--- src/common/fsg_pkg.sv ---
// Constants and carrier types of the frame-synchronised gain configuration bank.
package fsg_pkg;
    localparam int ADDR_W = 9;
    localparam int DATA_W = 16;

    // Register offsets.
    localparam logic [8:0] ADDR_LINE_EXT = 9'h001;
    localparam logic [8:0] ADDR_ROI = 9'h003;
    localparam logic [8:0] ADDR_BLACK = 9'h005;
    localparam logic [8:0] ADDR_FILLER = 9'h006;
    localparam logic [8:0] ADDR_EXPO = 9'h009;
    localparam logic [8:0] ADDR_EXPO_DS = 9'h00A;
    localparam logic [8:0] ADDR_EXPO_TS = 9'h00B;
    localparam logic [8:0] ADDR_GAIN = 9'h00C;
    localparam logic [8:0] ADDR_DGAIN = 9'h00D;
    localparam logic [8:0] ADDR_LATCH = 9'h00E;
    localparam logic [8:0] ADDR_GAIN_STAT = 9'h015;
    localparam logic [8:0] ADDR_DGAIN_STAT = 9'h016;

    // Reset values.
    localparam logic [15:0] RST_LINE_EXT = 16'h0000;
    localparam logic [15:0] RST_ROI = 16'h0001;
    localparam logic [15:0] RST_BLACK = 16'h0102;
    localparam logic [15:0] RST_FILLER = 16'h0000;
    localparam logic [15:0] RST_EXPO = 16'h0000;
    localparam logic [15:0] RST_GAIN = 16'h01E2;
    localparam logic [15:0] RST_DGAIN = 16'h0080;
    localparam logic [15:0] RST_LATCH = 16'h033F;

    // Implemented bits; the rest read as zero.
    localparam logic [15:0] MASK_LINE_EXT = 16'hFFFF;
    localparam logic [15:0] MASK_ROI = 16'h00FF;
    localparam logic [15:0] MASK_BLACK = 16'h01FF;
    localparam logic [15:0] MASK_FILLER = 16'h0FFF;
    localparam logic [15:0] MASK_EXPO = 16'hFFFF;
    localparam logic [15:0] MASK_GAIN = 16'h21E3;
    localparam logic [15:0] MASK_DGAIN = 16'h0FFF;
    localparam logic [15:0] MASK_LATCH = 16'h073F;

    // Field positions.
    localparam int G1_LSB = 0;
    localparam int G1_W = 2;
    localparam int G2_LSB = 5;
    localparam int G2_W = 4;
    localparam int POSTPONE_BIT = 13;
    localparam int DG_W = 12;
    localparam int LINE_EXT_W = 8;
    localparam int ROI_W = 8;
    localparam int BLACK_W = 9;
    localparam int FILLER_W = 12;
    localparam int EXPO_W = 16;

    // Frame latch control bits.
    localparam int HOLD_LINE_EXT_BIT = 0;
    localparam int HOLD_BLACK_BIT = 1;
    localparam int HOLD_FILLER_BIT = 2;
    localparam int HOLD_EXPO_BIT = 3;
    localparam int HOLD_GAIN_BIT = 4;
    localparam int HOLD_ROI_BIT = 5;
    localparam int BLANK_ROI_BIT = 8;
    localparam int BLANK_SUBSAMPLE_BIT = 9;
    localparam int EXPO_FREE_BIT = 10;

    typedef struct packed {
        logic [1:0] analog_gain_first;
        logic [3:0] analog_gain_second;
        logic [11:0] digital_gain_factor;
    } fsg_gain_s;

    typedef struct packed {
        logic [7:0] rolling_line_extension;
        logic [7:0] roi_select;
        logic [8:0] dark_rows;
        logic [11:0] filler_rows;
        logic [15:0] exposure;
        logic [15:0] exposure_ds;
        logic [15:0] exposure_ts;
        fsg_gain_s gain;
    } fsg_active_s;
endpackage

--- src/hw/fsg_shadow.sv ---
// One active copy of a setting, loaded from its written value.
`timescale 1ns/1ps
module fsg_shadow #(
    parameter int unsigned W = 8,
    parameter logic [W-1:0] RST = '0
) (
    input wire logic core_clk,
    input wire logic arst_n,
    input wire logic hold,
    input wire logic load,
    input wire logic [W-1:0] src,
    output logic [W-1:0] active_q
);
    // Follows the written value unless held, then only on the load pulse.
    always_ff @(posedge core_clk or negedge arst_n)
    begin
        if (!arst_n)
        begin
            active_q <= RST;
        end
        else if (load || !hold)
        begin
            active_q <= src;
        end
    end
endmodule

--- src/hw/fsg_config_bank.sv ---
// Gain and frame-latch configuration bank with frame-synchronised active copies.
// Contract
// - Postpone flag set: gain write applies one frame later than normal.
// - Postpone flag clear: gain write applies at the next frame start.
// - Bit 0 set holds line extension to frame start; clear applies at once.
// - Bits 1, 2, 4 hold dark rows, filler rows, gain to frame start.
// - Bit 3 set holds exposure for a sync point; clear applies at once.
// - Bit 5 set holds region selection change to frame start.
// - Bit 8 set blanks first frame after region selection change.
// - Blank first frame after subsampling change: bit 9 global, always rolling.
// - Latch policy bit zero: exposure transfers at overhead-time start.
// - Latch policy bit one: exposure passes through continuously.
`timescale 1ns/1ps
module fsg_config_bank (
    input wire logic core_clk,
    input wire logic arst_n,
    input wire logic reg_wr_en,
    input wire logic [8:0] reg_addr,
    input wire logic [15:0] reg_wr_data,
    output logic [15:0] reg_rd_data_q,
    input wire logic frame_start,
    input wire logic frame_overhead_time_start,
    input wire logic rolling_shutter,
    input wire logic subsample_switch,
    output fsg_pkg::fsg_active_s active_q,
    output logic blank_frame_q
);
    logic [15:0] line_ext_q;
    logic [15:0] roi_q;
    logic [15:0] black_q;
    logic [15:0] filler_q;
    logic [15:0] expo_q;
    logic [15:0] expo_ds_q;
    logic [15:0] expo_ts_q;
    logic [15:0] gain_q;
    logic [15:0] dgain_q;
    logic [15:0] latch_q;
    logic [15:0] rd_d;
    fsg_pkg::fsg_gain_s gain_src;
    fsg_pkg::fsg_gain_s gain_mid_q;
    fsg_pkg::fsg_gain_s gain_act_q;
    logic expo_hold;
    logic roi_upd;
    logic roi_sw;
    logic ss_sw;
    logic blank_arm_q;

    // Written values; each register keeps only its implemented bits.
    always_ff @(posedge core_clk or negedge arst_n)
    begin
        if (!arst_n)
        begin
            line_ext_q <= fsg_pkg::RST_LINE_EXT;
            roi_q <= fsg_pkg::RST_ROI;
            black_q <= fsg_pkg::RST_BLACK;
            filler_q <= fsg_pkg::RST_FILLER;
            expo_q <= fsg_pkg::RST_EXPO;
            expo_ds_q <= fsg_pkg::RST_EXPO;
            expo_ts_q <= fsg_pkg::RST_EXPO;
            gain_q <= fsg_pkg::RST_GAIN;
            dgain_q <= fsg_pkg::RST_DGAIN;
            latch_q <= fsg_pkg::RST_LATCH;
        end
        else if (reg_wr_en)
        begin
            unique case (reg_addr)
                fsg_pkg::ADDR_LINE_EXT: line_ext_q <= reg_wr_data & fsg_pkg::MASK_LINE_EXT;
                fsg_pkg::ADDR_ROI: roi_q <= reg_wr_data & fsg_pkg::MASK_ROI;
                fsg_pkg::ADDR_BLACK: black_q <= reg_wr_data & fsg_pkg::MASK_BLACK;
                fsg_pkg::ADDR_FILLER: filler_q <= reg_wr_data & fsg_pkg::MASK_FILLER;
                fsg_pkg::ADDR_EXPO: expo_q <= reg_wr_data & fsg_pkg::MASK_EXPO;
                fsg_pkg::ADDR_EXPO_DS: expo_ds_q <= reg_wr_data & fsg_pkg::MASK_EXPO;
                fsg_pkg::ADDR_EXPO_TS: expo_ts_q <= reg_wr_data & fsg_pkg::MASK_EXPO;
                fsg_pkg::ADDR_GAIN: gain_q <= reg_wr_data & fsg_pkg::MASK_GAIN;
                fsg_pkg::ADDR_DGAIN: dgain_q <= reg_wr_data & fsg_pkg::MASK_DGAIN;
                fsg_pkg::ADDR_LATCH: latch_q <= reg_wr_data & fsg_pkg::MASK_LATCH;
                default: ;
            endcase
        end
    end

    // Readback of written values and of the gain in use.
    always_comb
    begin
        rd_d = '0;
        unique case (reg_addr)
            fsg_pkg::ADDR_LINE_EXT: rd_d = line_ext_q;
            fsg_pkg::ADDR_ROI: rd_d = roi_q;
            fsg_pkg::ADDR_BLACK: rd_d = black_q;
            fsg_pkg::ADDR_FILLER: rd_d = filler_q;
            fsg_pkg::ADDR_EXPO: rd_d = expo_q;
            fsg_pkg::ADDR_EXPO_DS: rd_d = expo_ds_q;
            fsg_pkg::ADDR_EXPO_TS: rd_d = expo_ts_q;
            fsg_pkg::ADDR_GAIN: rd_d = gain_q;
            fsg_pkg::ADDR_DGAIN: rd_d = dgain_q;
            fsg_pkg::ADDR_LATCH: rd_d = latch_q;
            fsg_pkg::ADDR_GAIN_STAT:
            begin
                rd_d[fsg_pkg::G1_LSB +: fsg_pkg::G1_W] = gain_act_q.analog_gain_first;
                rd_d[fsg_pkg::G2_LSB +: fsg_pkg::G2_W] = gain_act_q.analog_gain_second;
            end
            fsg_pkg::ADDR_DGAIN_STAT: rd_d[fsg_pkg::DG_W-1:0] = gain_act_q.digital_gain_factor;
            default: rd_d = '0;
        endcase
    end

    // Read data are registered, so they appear one edge after the address.
    always_ff @(posedge core_clk or negedge arst_n)
    begin
        if (!arst_n)
        begin
            reg_rd_data_q <= '0;
        end
        else
        begin
            reg_rd_data_q <= rd_d;
        end
    end

    fsg_shadow #(.W(fsg_pkg::LINE_EXT_W), .RST(fsg_pkg::RST_LINE_EXT[fsg_pkg::LINE_EXT_W-1:0])) u_line_ext (
        .core_clk(core_clk),
        .arst_n(arst_n),
        .hold(latch_q[fsg_pkg::HOLD_LINE_EXT_BIT]),
        .load(frame_start),
        .src(line_ext_q[fsg_pkg::LINE_EXT_W-1:0]),
        .active_q(active_q.rolling_line_extension)
    );

    fsg_shadow #(.W(fsg_pkg::BLACK_W), .RST(fsg_pkg::RST_BLACK[fsg_pkg::BLACK_W-1:0])) u_black (
        .core_clk(core_clk),
        .arst_n(arst_n),
        .hold(latch_q[fsg_pkg::HOLD_BLACK_BIT]),
        .load(frame_start),
        .src(black_q[fsg_pkg::BLACK_W-1:0]),
        .active_q(active_q.dark_rows)
    );

    fsg_shadow #(.W(fsg_pkg::FILLER_W), .RST(fsg_pkg::RST_FILLER[fsg_pkg::FILLER_W-1:0])) u_filler (
        .core_clk(core_clk),
        .arst_n(arst_n),
        .hold(latch_q[fsg_pkg::HOLD_FILLER_BIT]),
        .load(frame_start),
        .src(filler_q[fsg_pkg::FILLER_W-1:0]),
        .active_q(active_q.filler_rows)
    );

    fsg_shadow #(.W(fsg_pkg::ROI_W), .RST(fsg_pkg::RST_ROI[fsg_pkg::ROI_W-1:0])) u_roi (
        .core_clk(core_clk),
        .arst_n(arst_n),
        .hold(latch_q[fsg_pkg::HOLD_ROI_BIT]),
        .load(frame_start),
        .src(roi_q[fsg_pkg::ROI_W-1:0]),
        .active_q(active_q.roi_select)
    );

    // exposure holds only while bit 3 is set and the policy bit clear.
    assign expo_hold = latch_q[fsg_pkg::HOLD_EXPO_BIT] && !latch_q[fsg_pkg::EXPO_FREE_BIT];

    // three exposure copies share the overhead-time pulse.
    fsg_shadow #(.W(fsg_pkg::EXPO_W), .RST(fsg_pkg::RST_EXPO)) u_expo (
        .core_clk(core_clk),
        .arst_n(arst_n),
        .hold(expo_hold),
        .load(frame_overhead_time_start),
        .src(expo_q),
        .active_q(active_q.exposure)
    );
    fsg_shadow #(.W(fsg_pkg::EXPO_W), .RST(fsg_pkg::RST_EXPO)) u_expo_ds (
        .core_clk(core_clk),
        .arst_n(arst_n),
        .hold(expo_hold),
        .load(frame_overhead_time_start),
        .src(expo_ds_q),
        .active_q(active_q.exposure_ds)
    );
    fsg_shadow #(.W(fsg_pkg::EXPO_W), .RST(fsg_pkg::RST_EXPO)) u_expo_ts (
        .core_clk(core_clk),
        .arst_n(arst_n),
        .hold(expo_hold),
        .load(frame_overhead_time_start),
        .src(expo_ts_q),
        .active_q(active_q.exposure_ts)
    );

    // Gain fields gathered from the two written gain words.
    always_comb
    begin
        gain_src.analog_gain_first = gain_q[fsg_pkg::G1_LSB +: fsg_pkg::G1_W];
        gain_src.analog_gain_second = gain_q[fsg_pkg::G2_LSB +: fsg_pkg::G2_W];
        gain_src.digital_gain_factor = dgain_q[fsg_pkg::DG_W-1:0];
    end

    // The middle stage captures the gain at each frame start, one frame ahead.
    always_ff @(posedge core_clk or negedge arst_n)
    begin
        if (!arst_n)
        begin
            gain_mid_q <= fsg_pkg::fsg_gain_s'({fsg_pkg::RST_GAIN[fsg_pkg::G1_LSB +: fsg_pkg::G1_W],
                fsg_pkg::RST_GAIN[fsg_pkg::G2_LSB +: fsg_pkg::G2_W], fsg_pkg::RST_DGAIN[fsg_pkg::DG_W-1:0]});
        end
        else if (frame_start)
        begin
            gain_mid_q <= gain_src;
        end
    end

    // gain applies at once when its hold bit is clear.
    // postponed gain comes from the middle stage, else from the written value.
    always_ff @(posedge core_clk or negedge arst_n)
    begin
        if (!arst_n)
        begin
            gain_act_q <= fsg_pkg::fsg_gain_s'({fsg_pkg::RST_GAIN[fsg_pkg::G1_LSB +: fsg_pkg::G1_W],
                fsg_pkg::RST_GAIN[fsg_pkg::G2_LSB +: fsg_pkg::G2_W], fsg_pkg::RST_DGAIN[fsg_pkg::DG_W-1:0]});
        end
        else if (!latch_q[fsg_pkg::HOLD_GAIN_BIT])
        begin
            gain_act_q <= gain_src;
        end
        else if (frame_start)
        begin
            gain_act_q <= gain_q[fsg_pkg::POSTPONE_BIT] ? gain_mid_q : gain_src;
        end
    end

    assign active_q.gain = gain_act_q;

    // a region change is seen the cycle the active selection takes it.
    assign roi_upd = frame_start || !latch_q[fsg_pkg::HOLD_ROI_BIT];
    assign roi_sw = roi_upd && (roi_q[fsg_pkg::ROI_W-1:0] != active_q.roi_select)
        && latch_q[fsg_pkg::BLANK_ROI_BIT];
    // rolling shutter always blanks; global only with bit 9.
    assign ss_sw = subsample_switch && (rolling_shutter || latch_q[fsg_pkg::BLANK_SUBSAMPLE_BIT]);

    // a switch arms blanking for the next frame; a switch at frame start
    // blanks the frame now starting, since that is the first one to use it.
    always_ff @(posedge core_clk or negedge arst_n)
    begin
        if (!arst_n)
        begin
            blank_arm_q <= 1'b0;
            blank_frame_q <= 1'b0;
        end
        else if (frame_start)
        begin
            blank_arm_q <= 1'b0;
            blank_frame_q <= blank_arm_q || roi_sw || ss_sw;
        end
        else
        begin
            blank_arm_q <= blank_arm_q || roi_sw || ss_sw;
        end
    end
endmodule

--- config.mk ---
export PLATFORM = sky130hd
export DESIGN_NAME = fsg_config_bank
export DESIGN_NICKNAME = d
export VERILOG_FILES = /design/src/common/fsg_pkg.sv /design/src/hw/fsg_shadow.sv /design/src/hw/fsg_config_bank.sv
export SDC_FILE = /design/constraint.sdc
export NUM_CORES = 1
export LEC_CHECK = 0
export BUFFER_PORTS_ARGS = -buffer_cell sky130_fd_sc_hd__buf_2
export CAP_MARGIN = 20
export CORE_MARGIN = 2
export CORE_UTILIZATION = 35
export DETAILED_ROUTE_END_ITERATION = 10
export PLACE_DENSITY_LB_ADDON = 0.25
export SLEW_MARGIN = 10
export SYNTH_ARGS = -nofsm -noshare
export SYNTH_HDL_FRONTEND = slang
export SYNTH_SLANG_ARGS = --single-unit
--- constraint.sdc ---
create_clock -name core_clk -period 2.1 [get_ports core_clk]
set_input_delay 0.21 -clock core_clk [delete_from_list [all_inputs] [get_ports core_clk]]
set_output_delay 0.21 -clock core_clk [all_outputs]
set_load 0.1 [all_outputs]
==> run metrics, run 1 <==
Worst-Margin Slew 856 ps; core region area 31500 µm²; Die Wd 183 µm; vias in the first global route 7413; Max Freq 0.566 GHz; Critical Path Start active_q[15]; ys flop type dfrtp_1; Worst EP required 1890 ps; Antenna Cells 0; WP data arrival 1560 ps; kind of critical path reg -> out; slowest cell delay on critical path 580 ps; Leakage 7.03 nW; initial antenna violation count 0; Cell Chain, Critical Path buf_2; adder-cell area share of the yosys netlist 0%; unrepaired setup endpoints after global routing no; sequential area share after synthesis 58.5%; DIE AREA 33400 µm²; CP Launch Type register; post-synthesis xor/xnor area fraction 0.627%; mean post-synth cell area 14.1 µm²; vias per cell 5.19; number of synthesized flops with an enable pin 0; status finished, final reports clean; Placed Instances 1362; first-pass GRT wire length 47200 µm; H-tree depth 1; Die Height 183 µm; routed wire length 31400 µm; Initial DRC Count 427; Antenna Nets Post-Route 0; Syn Nets 823; GRT overflow 0; Worst Hold Slack 39.1 ps; Area contributors post-synth dfrtp_1 (51%), mux2_2 (24%), dfstp_2 (7.5%); most numerous cell in the Yosys netlist mux2_2; drt drc 0; ys async rst share 100%; VDD IR-drop max 0.485 mV; I/O pin total 152; area grow syn2layout 23.7%; DR vias 7370; RePlAce Congestion 0.922; Buf/Inv on CP 1; Worst-path clk slew 60 ps; Pins Over Slew Limit 0; Post-synth top cells mux2_2 (237), dfrtp_1 (228), mux2i_1 (48); mux contribution to synthesized area 28.2%; worst clock skew 9.34 ps; HPWL Detailed 22800 µm; register area 6550 µm²; PortBufs 151; filler instances 2917; PD cells 818 nW/µm²; Synth Warn # 0; Multi-input gate area 4410 µm²; final instance area 13800 µm²; R2R setup slack 350 ps; r2r endpoint u_black.active_q[5]; Critical Path Sink active_q[15]; delay-heaviest family, CP flip-flops; Overall Global Routing Usage 18.8%; post-synthesis simple-gate area fraction 5.86%; Tcrit/Tclk final 84.2%; Final Hold Viols 0; NumNets Final 1028; Critical Path Fanout Max 3; final non-filler cell total 1420; dominant cell type by area after synthesis dfrtp_1; largest family of logic cells by synthesized area multiplexers; initial core utilization 35.5%; DR WL/cell 22.1 µm; placed cell areas 12800 µm²; max_cap viols 0; Seq cells post-synth 260; Worst path depth 1; fin crit period 1770 ps; drt pass-1 iters 6; hold_sp reg_wr_data[10]; largest net degree at the start of global routing 57; insertion delay to the later sink of the worst-skew pair 530 ps; total clock sinks 260; cell count after synthesis 791; normalized max-slew margin 42.8%; Worst setup EP type output pin; Synth Area in Compound Gates 4.74%; post-cts gate resize count 0; R2R Path Start latch_q[1]; count of final setup violators 0; top cell type's share of synthesized area 51.0%; Root Buffer clkbuf_16; synthesized area 11200 µm²; setup_tns 0 ps; Min-Delay Path Class in -> reg; post-synthesis cell type count 59; # Post-CTS Setup Buffers 0; CTS Buffer Depth 3; Crit-path slowest cell dfstp_2; cts bufs inserted 29; layout cells sized above 1 53.2%; TritonCTS clock tree yes; FF-to-FF path depth 2; Rows 65
worst min-delay path by stage:
stage | endpoint | slack, ps | depth (start not counted)
after floorplan | active_q[0] | -90 | 0
after global placement | u_black.active_q[6] | 170 | 1
after detailed placement | u_black.active_q[6] | 170 | 1
after CTS | dgain_q[10] | 20 | 2
after global routing | filler_q[10] | 20 | 2
final | dgain_q[10] | 40 | 2
power by group:
part	internal [mW]	switching, mW	leakage (nW)
Sequential	5.16	0.104	3.49
Combinational	0.279	0.784	3.08
Clock	3.00	2.00	0.463
cell type report:
class,count,share of cell area [%]
repair buffers,219,10.1
clock inverters,9,0.733
flip-flops and latches,260,47.3
inverters,7,0.190
clock buffers,44,6.09
multi-input cells,479,31.9
well taps,402,3.64
state kept, by name, indices dropped and copies added, names as in the netlist, 16 cells and up:
| signal | cells |
|---|---|
| gain_mid_q | 18 |
| reg_rd_data_q | 16 |
| line_ext_q | 16 |
| expo_ts_q | 16 |
| u_expo_ts.active_q | 16 |
| u_expo.active_q | 16 |
| expo_ds_q | 16 |
| u_expo_ds.active_q | 16 |
| active_q | 18 |
| expo_q | 16 |
per-layer routing:
| metal | track usage [%] | vias to the layer above | wire, µm |
|---|---|---|---|
| li1 | - | 3333 | - |
| met1 | 27.2 | 3805 | 14800 |
| met2 | 30.0 | 197 | 14500 |
| met3 | 2.96 | 35 | 1520 |
| met4 | 4.06 | 0 | 569 |
| met5 | 0 | - | 0 |
timing repair:
action | 4_1_cts | 5_1_grt
hold buffers | 5 | 0
setup endpoints to repair | 0 | 0
endpoints found under the hold margin | 90 | 0
metrics by stage:
stage / utilization (%) / setup slack, ps / total power, mW
4_1_cts: 44.0 / 296 / 11.5
3_5_place_dp: 40.8 / 13.5 / 6.42
2_1_floorplan: - / 50.3 / 6.00
6_report: 44.0 / 332 / 11.3
5_1_grt: 44.0 / 212 / 11.7
3_3_place_gp: 40.8 / 34.1 / 6.41
placed cells by master (no fill, tap or decap), types with 4 or more instances in the layout:
cell / count
clkbuf_8: 6
clkbuf_1: 9
nand2_1: 28
xnor2_1: 8
dlygate4sd3_1: 5
nor2b_1: 8
dfrtp_1: 228
buf_4: 54
nand3_1: 8
a22oi_1: 11
o22ai_1: 4
o21ai_0: 25
mux2_2: 237
o211ai_1: 5
nor2_1: 10
nor3_1: 17
clkbuf_16: 29
inv_1: 7
buf_12: 9
nand2b_1: 4
clkinv_2: 5
a221o_1: 4
dfstp_2: 32
mux2i_1: 48
buf_2: 150
nand3b_1: 4
kinds of logic after synthesis:
family	Yosys count
muxes	285
DFF	260
and+or+nand+nor	111
AOI/OAI and AO/OA	75
buffers and inverters	52
xor gates and xnor gates	8
No activity file was read; power rests on OpenSTA's default activity.
==> run 2: changes to the inputs <==
Clock period 2.1 ns to 1.7 ns, I/O delays scaled along.
==> run metrics, run 2 (same netlist as run 1, synthesis figures left out) <==
count of final setup violators 0; Die Height 183 µm; Worst-Margin Slew 603 ps; Worst path depth 1; Worst setup EP type output pin; delay-heaviest family, CP buffers and inverters; Worst Hold Slack 50.6 ps; TritonCTS clock tree yes; fin crit period 1650 ps; R2R Path Start latch_q[3]; # Post-CTS Setup Buffers 0; vias in the first global route 7735; status finished, final reports clean; r2r endpoint u_expo_ts.active_q[3]; Clk network pwr share 43.7%; total power 14.0 mW; insertion delay to the later sink of the worst-skew pair 550 ps; core region area 31500 µm²; kind of critical path reg -> out; Overall Global Routing Usage 19.2%; worst clock skew 21.5 ps; filler instances 2925; final instance area 14300 µm²; routed wire length 31600 µm; register area 6550 µm²; Max Freq 0.606 GHz; Flop pwr share 46.5%; FF-to-FF path depth 3; normalized max-slew margin 59.4%; Buf/Inv on CP 1; slowest cell delay on critical path 470 ps; Crit-path slowest cell buf_2; highest-count cells in the layout ignoring fill and taps mux2_2 (237), dfrtp_1 (226), buf_2 (141); largest registers active_q: 18 flops, gain_mid_q: 18 flops; Critical Path Sink blank_frame_q; Worst EP required 1530 ps; NumNets Final 1068; R2R setup slack 110 ps; WP data arrival 1480 ps; first-pass GRT wire length 48500 µm; Critical Path Fanout Max 2; hold_sp frame_start; total clock sinks 260; Sw Pwr 3.56 mW; layout cells sized above 1 55.1%; Leakage 7.26 nW; CTS Buffer Depth 3; HPWL Detailed 23200 µm; Final Hold Viols 0; Tcrit/Tclk final 97.1%; DR vias 7422; Multi-input gate area 4460 µm²; H-tree depth 1; GRT overflow 0; Pins Over Slew Limit 0; Rows 65; initial antenna violation count 2; DIE AREA 33400 µm²; placed cell areas 13200 µm²; Sw Ratio 25.5%; RePlAce Congestion 0.867; Root Buffer clkbuf_16; drt drc 0; PortBufs 151; Initial DRC Count 399; Cell Chain, Critical Path buf_2; VDD IR-drop max 0.697 mV; Internal 10.4 mW; Critical Path Start blank_frame_q; Antenna Nets Post-Route 0; most common cell after layout, fill and taps aside mux2_2; unrepaired setup endpoints after global routing no; PD cells 979 nW/µm²; vias per cell 5.08; initial core utilization 35.5%; Min-Delay Path Class in -> reg; Worst-path clk slew 60 ps; cts bufs inserted 29; DR WL/cell 21.7 µm; largest net degree at the start of global routing 53; Die Wd 183 µm; area grow syn2layout 27.7%; drt pass-1 iters 4; max_cap viols 0; I/O pin total 152; Combinational Power Share 9.8%; CP Launch Type register
==> run 2: area by class of cell <==
cell class                 instances  share of cell area [%]
antenna                            1                  0.0175
clock buffer                      44                    5.83
clock inverter                     9                   0.727
inverter                           7                   0.184
multi-input combinational        479                    31.2
sequential                       260                    45.8
tap                              402                    3.52
timing repair buffer             259                    12.6
==> run 2: how the worst min path moves through the flow <==
stage	endpoint	slack (ps)	cells past startpoint
after floorplan	active_q[0]	-130	0
after global placement	u_filler.active_q[9]	130	1
after detailed placement	u_filler.active_q[9]	130	1
after CTS	gain_mid_q[2]	30	2
after global routing	gain_mid_q[17]	60	2
final	gain_mid_q[2]	50	2
==> run 2: metal layers <==
metal | up-vias | wire (µm) | global-route usage (%)
li1 | 3412 | - | -
met1 | 3803 | 14800 | 27.0
met2 | 170 | 15100 | 32.0
met3 | 35 | 1280 | 2.66
met4 | 2 | 425 | 3.68
met5 | - | 13 | 0
==> run 2: timing repair <==
item | in CTS | in global routing
hold buffers | 8 | 0
endpoints found under the hold margin | 269 | 0
cloned | 0 | 0
resized for setup | 7 | 2
pin swaps | 0 | 0
setup endpoints to repair | 7 | 2
==> run 2: metrics by stage <==
stage	worst slack [ps]	setup TNS, ps	instances	util (%)
after global routing	16.2	0	1461	45.4
final	49.3	0	1461	45.4
after CTS	5.45	0	1460	45.4
after floorplan	-293	-5080	791	-
after global placement	-286	-24140	1399	42.1
after detailed placement	-302	-26390	1399	42.1
==> run 2: power groups by stage <==
stage,logic [mW],registers [mW],clock network [mW]
final,1.37,6.50,6.11
after global routing,1.46,6.52,6.59
after CTS,1.39,6.50,6.29
after detailed placement,1.37,6.61,0
after global placement,1.36,6.60,0
after floorplan,0.347,7.07,0
==> run 3: changes to the inputs <==
Clock period 1.7 ns to 1.6 ns, I/O delays scaled along.
==> run metrics, run 3 (same netlist as run 1, synthesis figures left out) <==
Worst setup EP type register; insertion delay to the later sink of the worst-skew pair 540 ps; setup_tns 0 ps; kind of critical path reg -> reg; Initial DRC Count 403; most common cell after layout, fill and taps aside mux2_2; core region area 31500 µm²; cts bufs inserted 28; drt drc 0; layout cells sized above 1 57.4%; area grow syn2layout 30.6%; count of final setup violators 0; Max Freq 0.627 GHz; fin crit period 1590 ps; DIE AREA 33400 µm²; RePlAce Congestion 0.906; FF-to-FF path depth 4; Tcrit/Tclk final 99.6%; Worst path depth 4; vias per cell 5.07; Min-Delay Path Class in -> reg; Pins Over Slew Limit 0; Final Hold Viols 0; Critical Path Fanout Max 12; VDD IR-drop max 0.744 mV; routed wire length 32700 µm; largest registers active_q: 18 flops, gain_mid_q: 18 flops; final non-filler cell total 1476; Rows 65; NumNets Final 1087; TritonCTS clock tree yes; R2R Path Start latch_q[3]; Crit-path slowest cell dfstp_2; CTS Buffer Depth 3; DR WL/cell 22.1 µm; delay-heaviest family, CP flip-flops; vias in the first global route 7835; first-pass GRT wire length 49100 µm; Antenna Cells 0; highest-count cells in the layout ignoring fill and taps mux2_2 (224), dfrtp_1 (219), buf_2 (139); Worst-Margin Slew 502 ps; initial core utilization 35.5%; final core utilization 46.4%; Placed Instances 1416; HPWL Detailed 23200 µm; final instance area 14600 µm²; unrepaired setup endpoints after global routing yes; Worst EP required 2020 ps; largest net degree at the start of global routing 50; R2R setup slack 6 ps; status finished, final reports clean; Die Height 183 µm; worst clock skew 7.17 ps; hold_sp reg_wr_data[11]; Cell Chain, Critical Path nor3b_4, buf_12, clkbuf_16, mux2_2; total clock sinks 260; r2r endpoint u_expo.active_q[10]; max_cap viols 0; Root Buffer clkbuf_16; I/O pin total 152; PortBufs 151; Overall Global Routing Usage 19.5%; PD cells 1020 nW/µm²; GRT overflow 0; DR vias 7480; Buf/Inv on CP 2; H-tree depth 1; WP data arrival 2020 ps; Die Wd 183 µm; placed cell areas 13400 µm²; Leakage 7.40 nW; initial antenna violation count 1; hold depth 2; drt pass-1 iters 5; slowest cell delay on critical path 550 ps; Worst-path clk slew 60 ps; Antenna Nets Post-Route 0; normalized max-slew margin 66.8%; CP Launch Type register; Hold Path End filler_q[11]
[run 3: stage by stage]
step | power (mW) | hold slack [ps] | setup slack [ps]
after floorplan | 7.89 | -136 | -383
after global placement | 8.51 | 118 | -372
after detailed placement | 8.53 | 115 | -396
after CTS | 15.0 | 0.280 | 9.47
after global routing | 15.4 | 6.27 | -44.1
final | 14.9 | 19.6 | 6.12
[run 3: worst max path at each step]
stage	from	to	slack [ps]
floorplan	reg_addr[5]	expo_ds_q[14]	-380
global placement	reg_addr[5]	expo_ds_q[9]	-370
detailed placement	reg_addr[5]	expo_ds_q[5]	-400
CTS	expo_ts_q[0]	reg_rd_data_q[0]	9
global route	latch_q[3]	u_expo_ts.active_q[6]	-40
finish	latch_q[3]	u_expo.active_q[10]	6
[run 3: where the power goes]
part / switching [mW] / internal (mW)
Sequential: 0.133 / 6.77
Clock: 2.55 / 3.87
Combinational: 1.07 / 0.458
[run 3: layout make-up]
class | count | area (µm²)
inverters | 7 | 26.3
clock buffers | 45 | 876
repair buffers | 279 | 2030
multi-input cells | 479 | 4560
flip-flops and latches | 260 | 6560
clock inverters | 4 | 47.5
well taps | 402 | 503
fillers | 2928 | 16900
[run 3: layer usage]
metal	global-route usage (%)	wire [µm]	share of wire, %	vias up
li1	-	-	-	3440
met1	27.0	14900	46	3795
met2	32.2	15500	47	190
met3	2.64	1410	4.3	53
met4	5.23	823	2.5	2
met5	0	15	0.046	-
[run 3: timing repair]
| item | in CTS | in global routing |
|---|---|---|
| setup buffers | 0 | 1 |
| gates resized for setup | 11 | 19 |
| endpoints found under the setup margin | 10 | 50 |
| hold buffers | 7 | 0 |
| cloned | 0 | 3 |
| hold endpoints to repair | 255 | 0 |
| pin swaps | 0 | 0 |
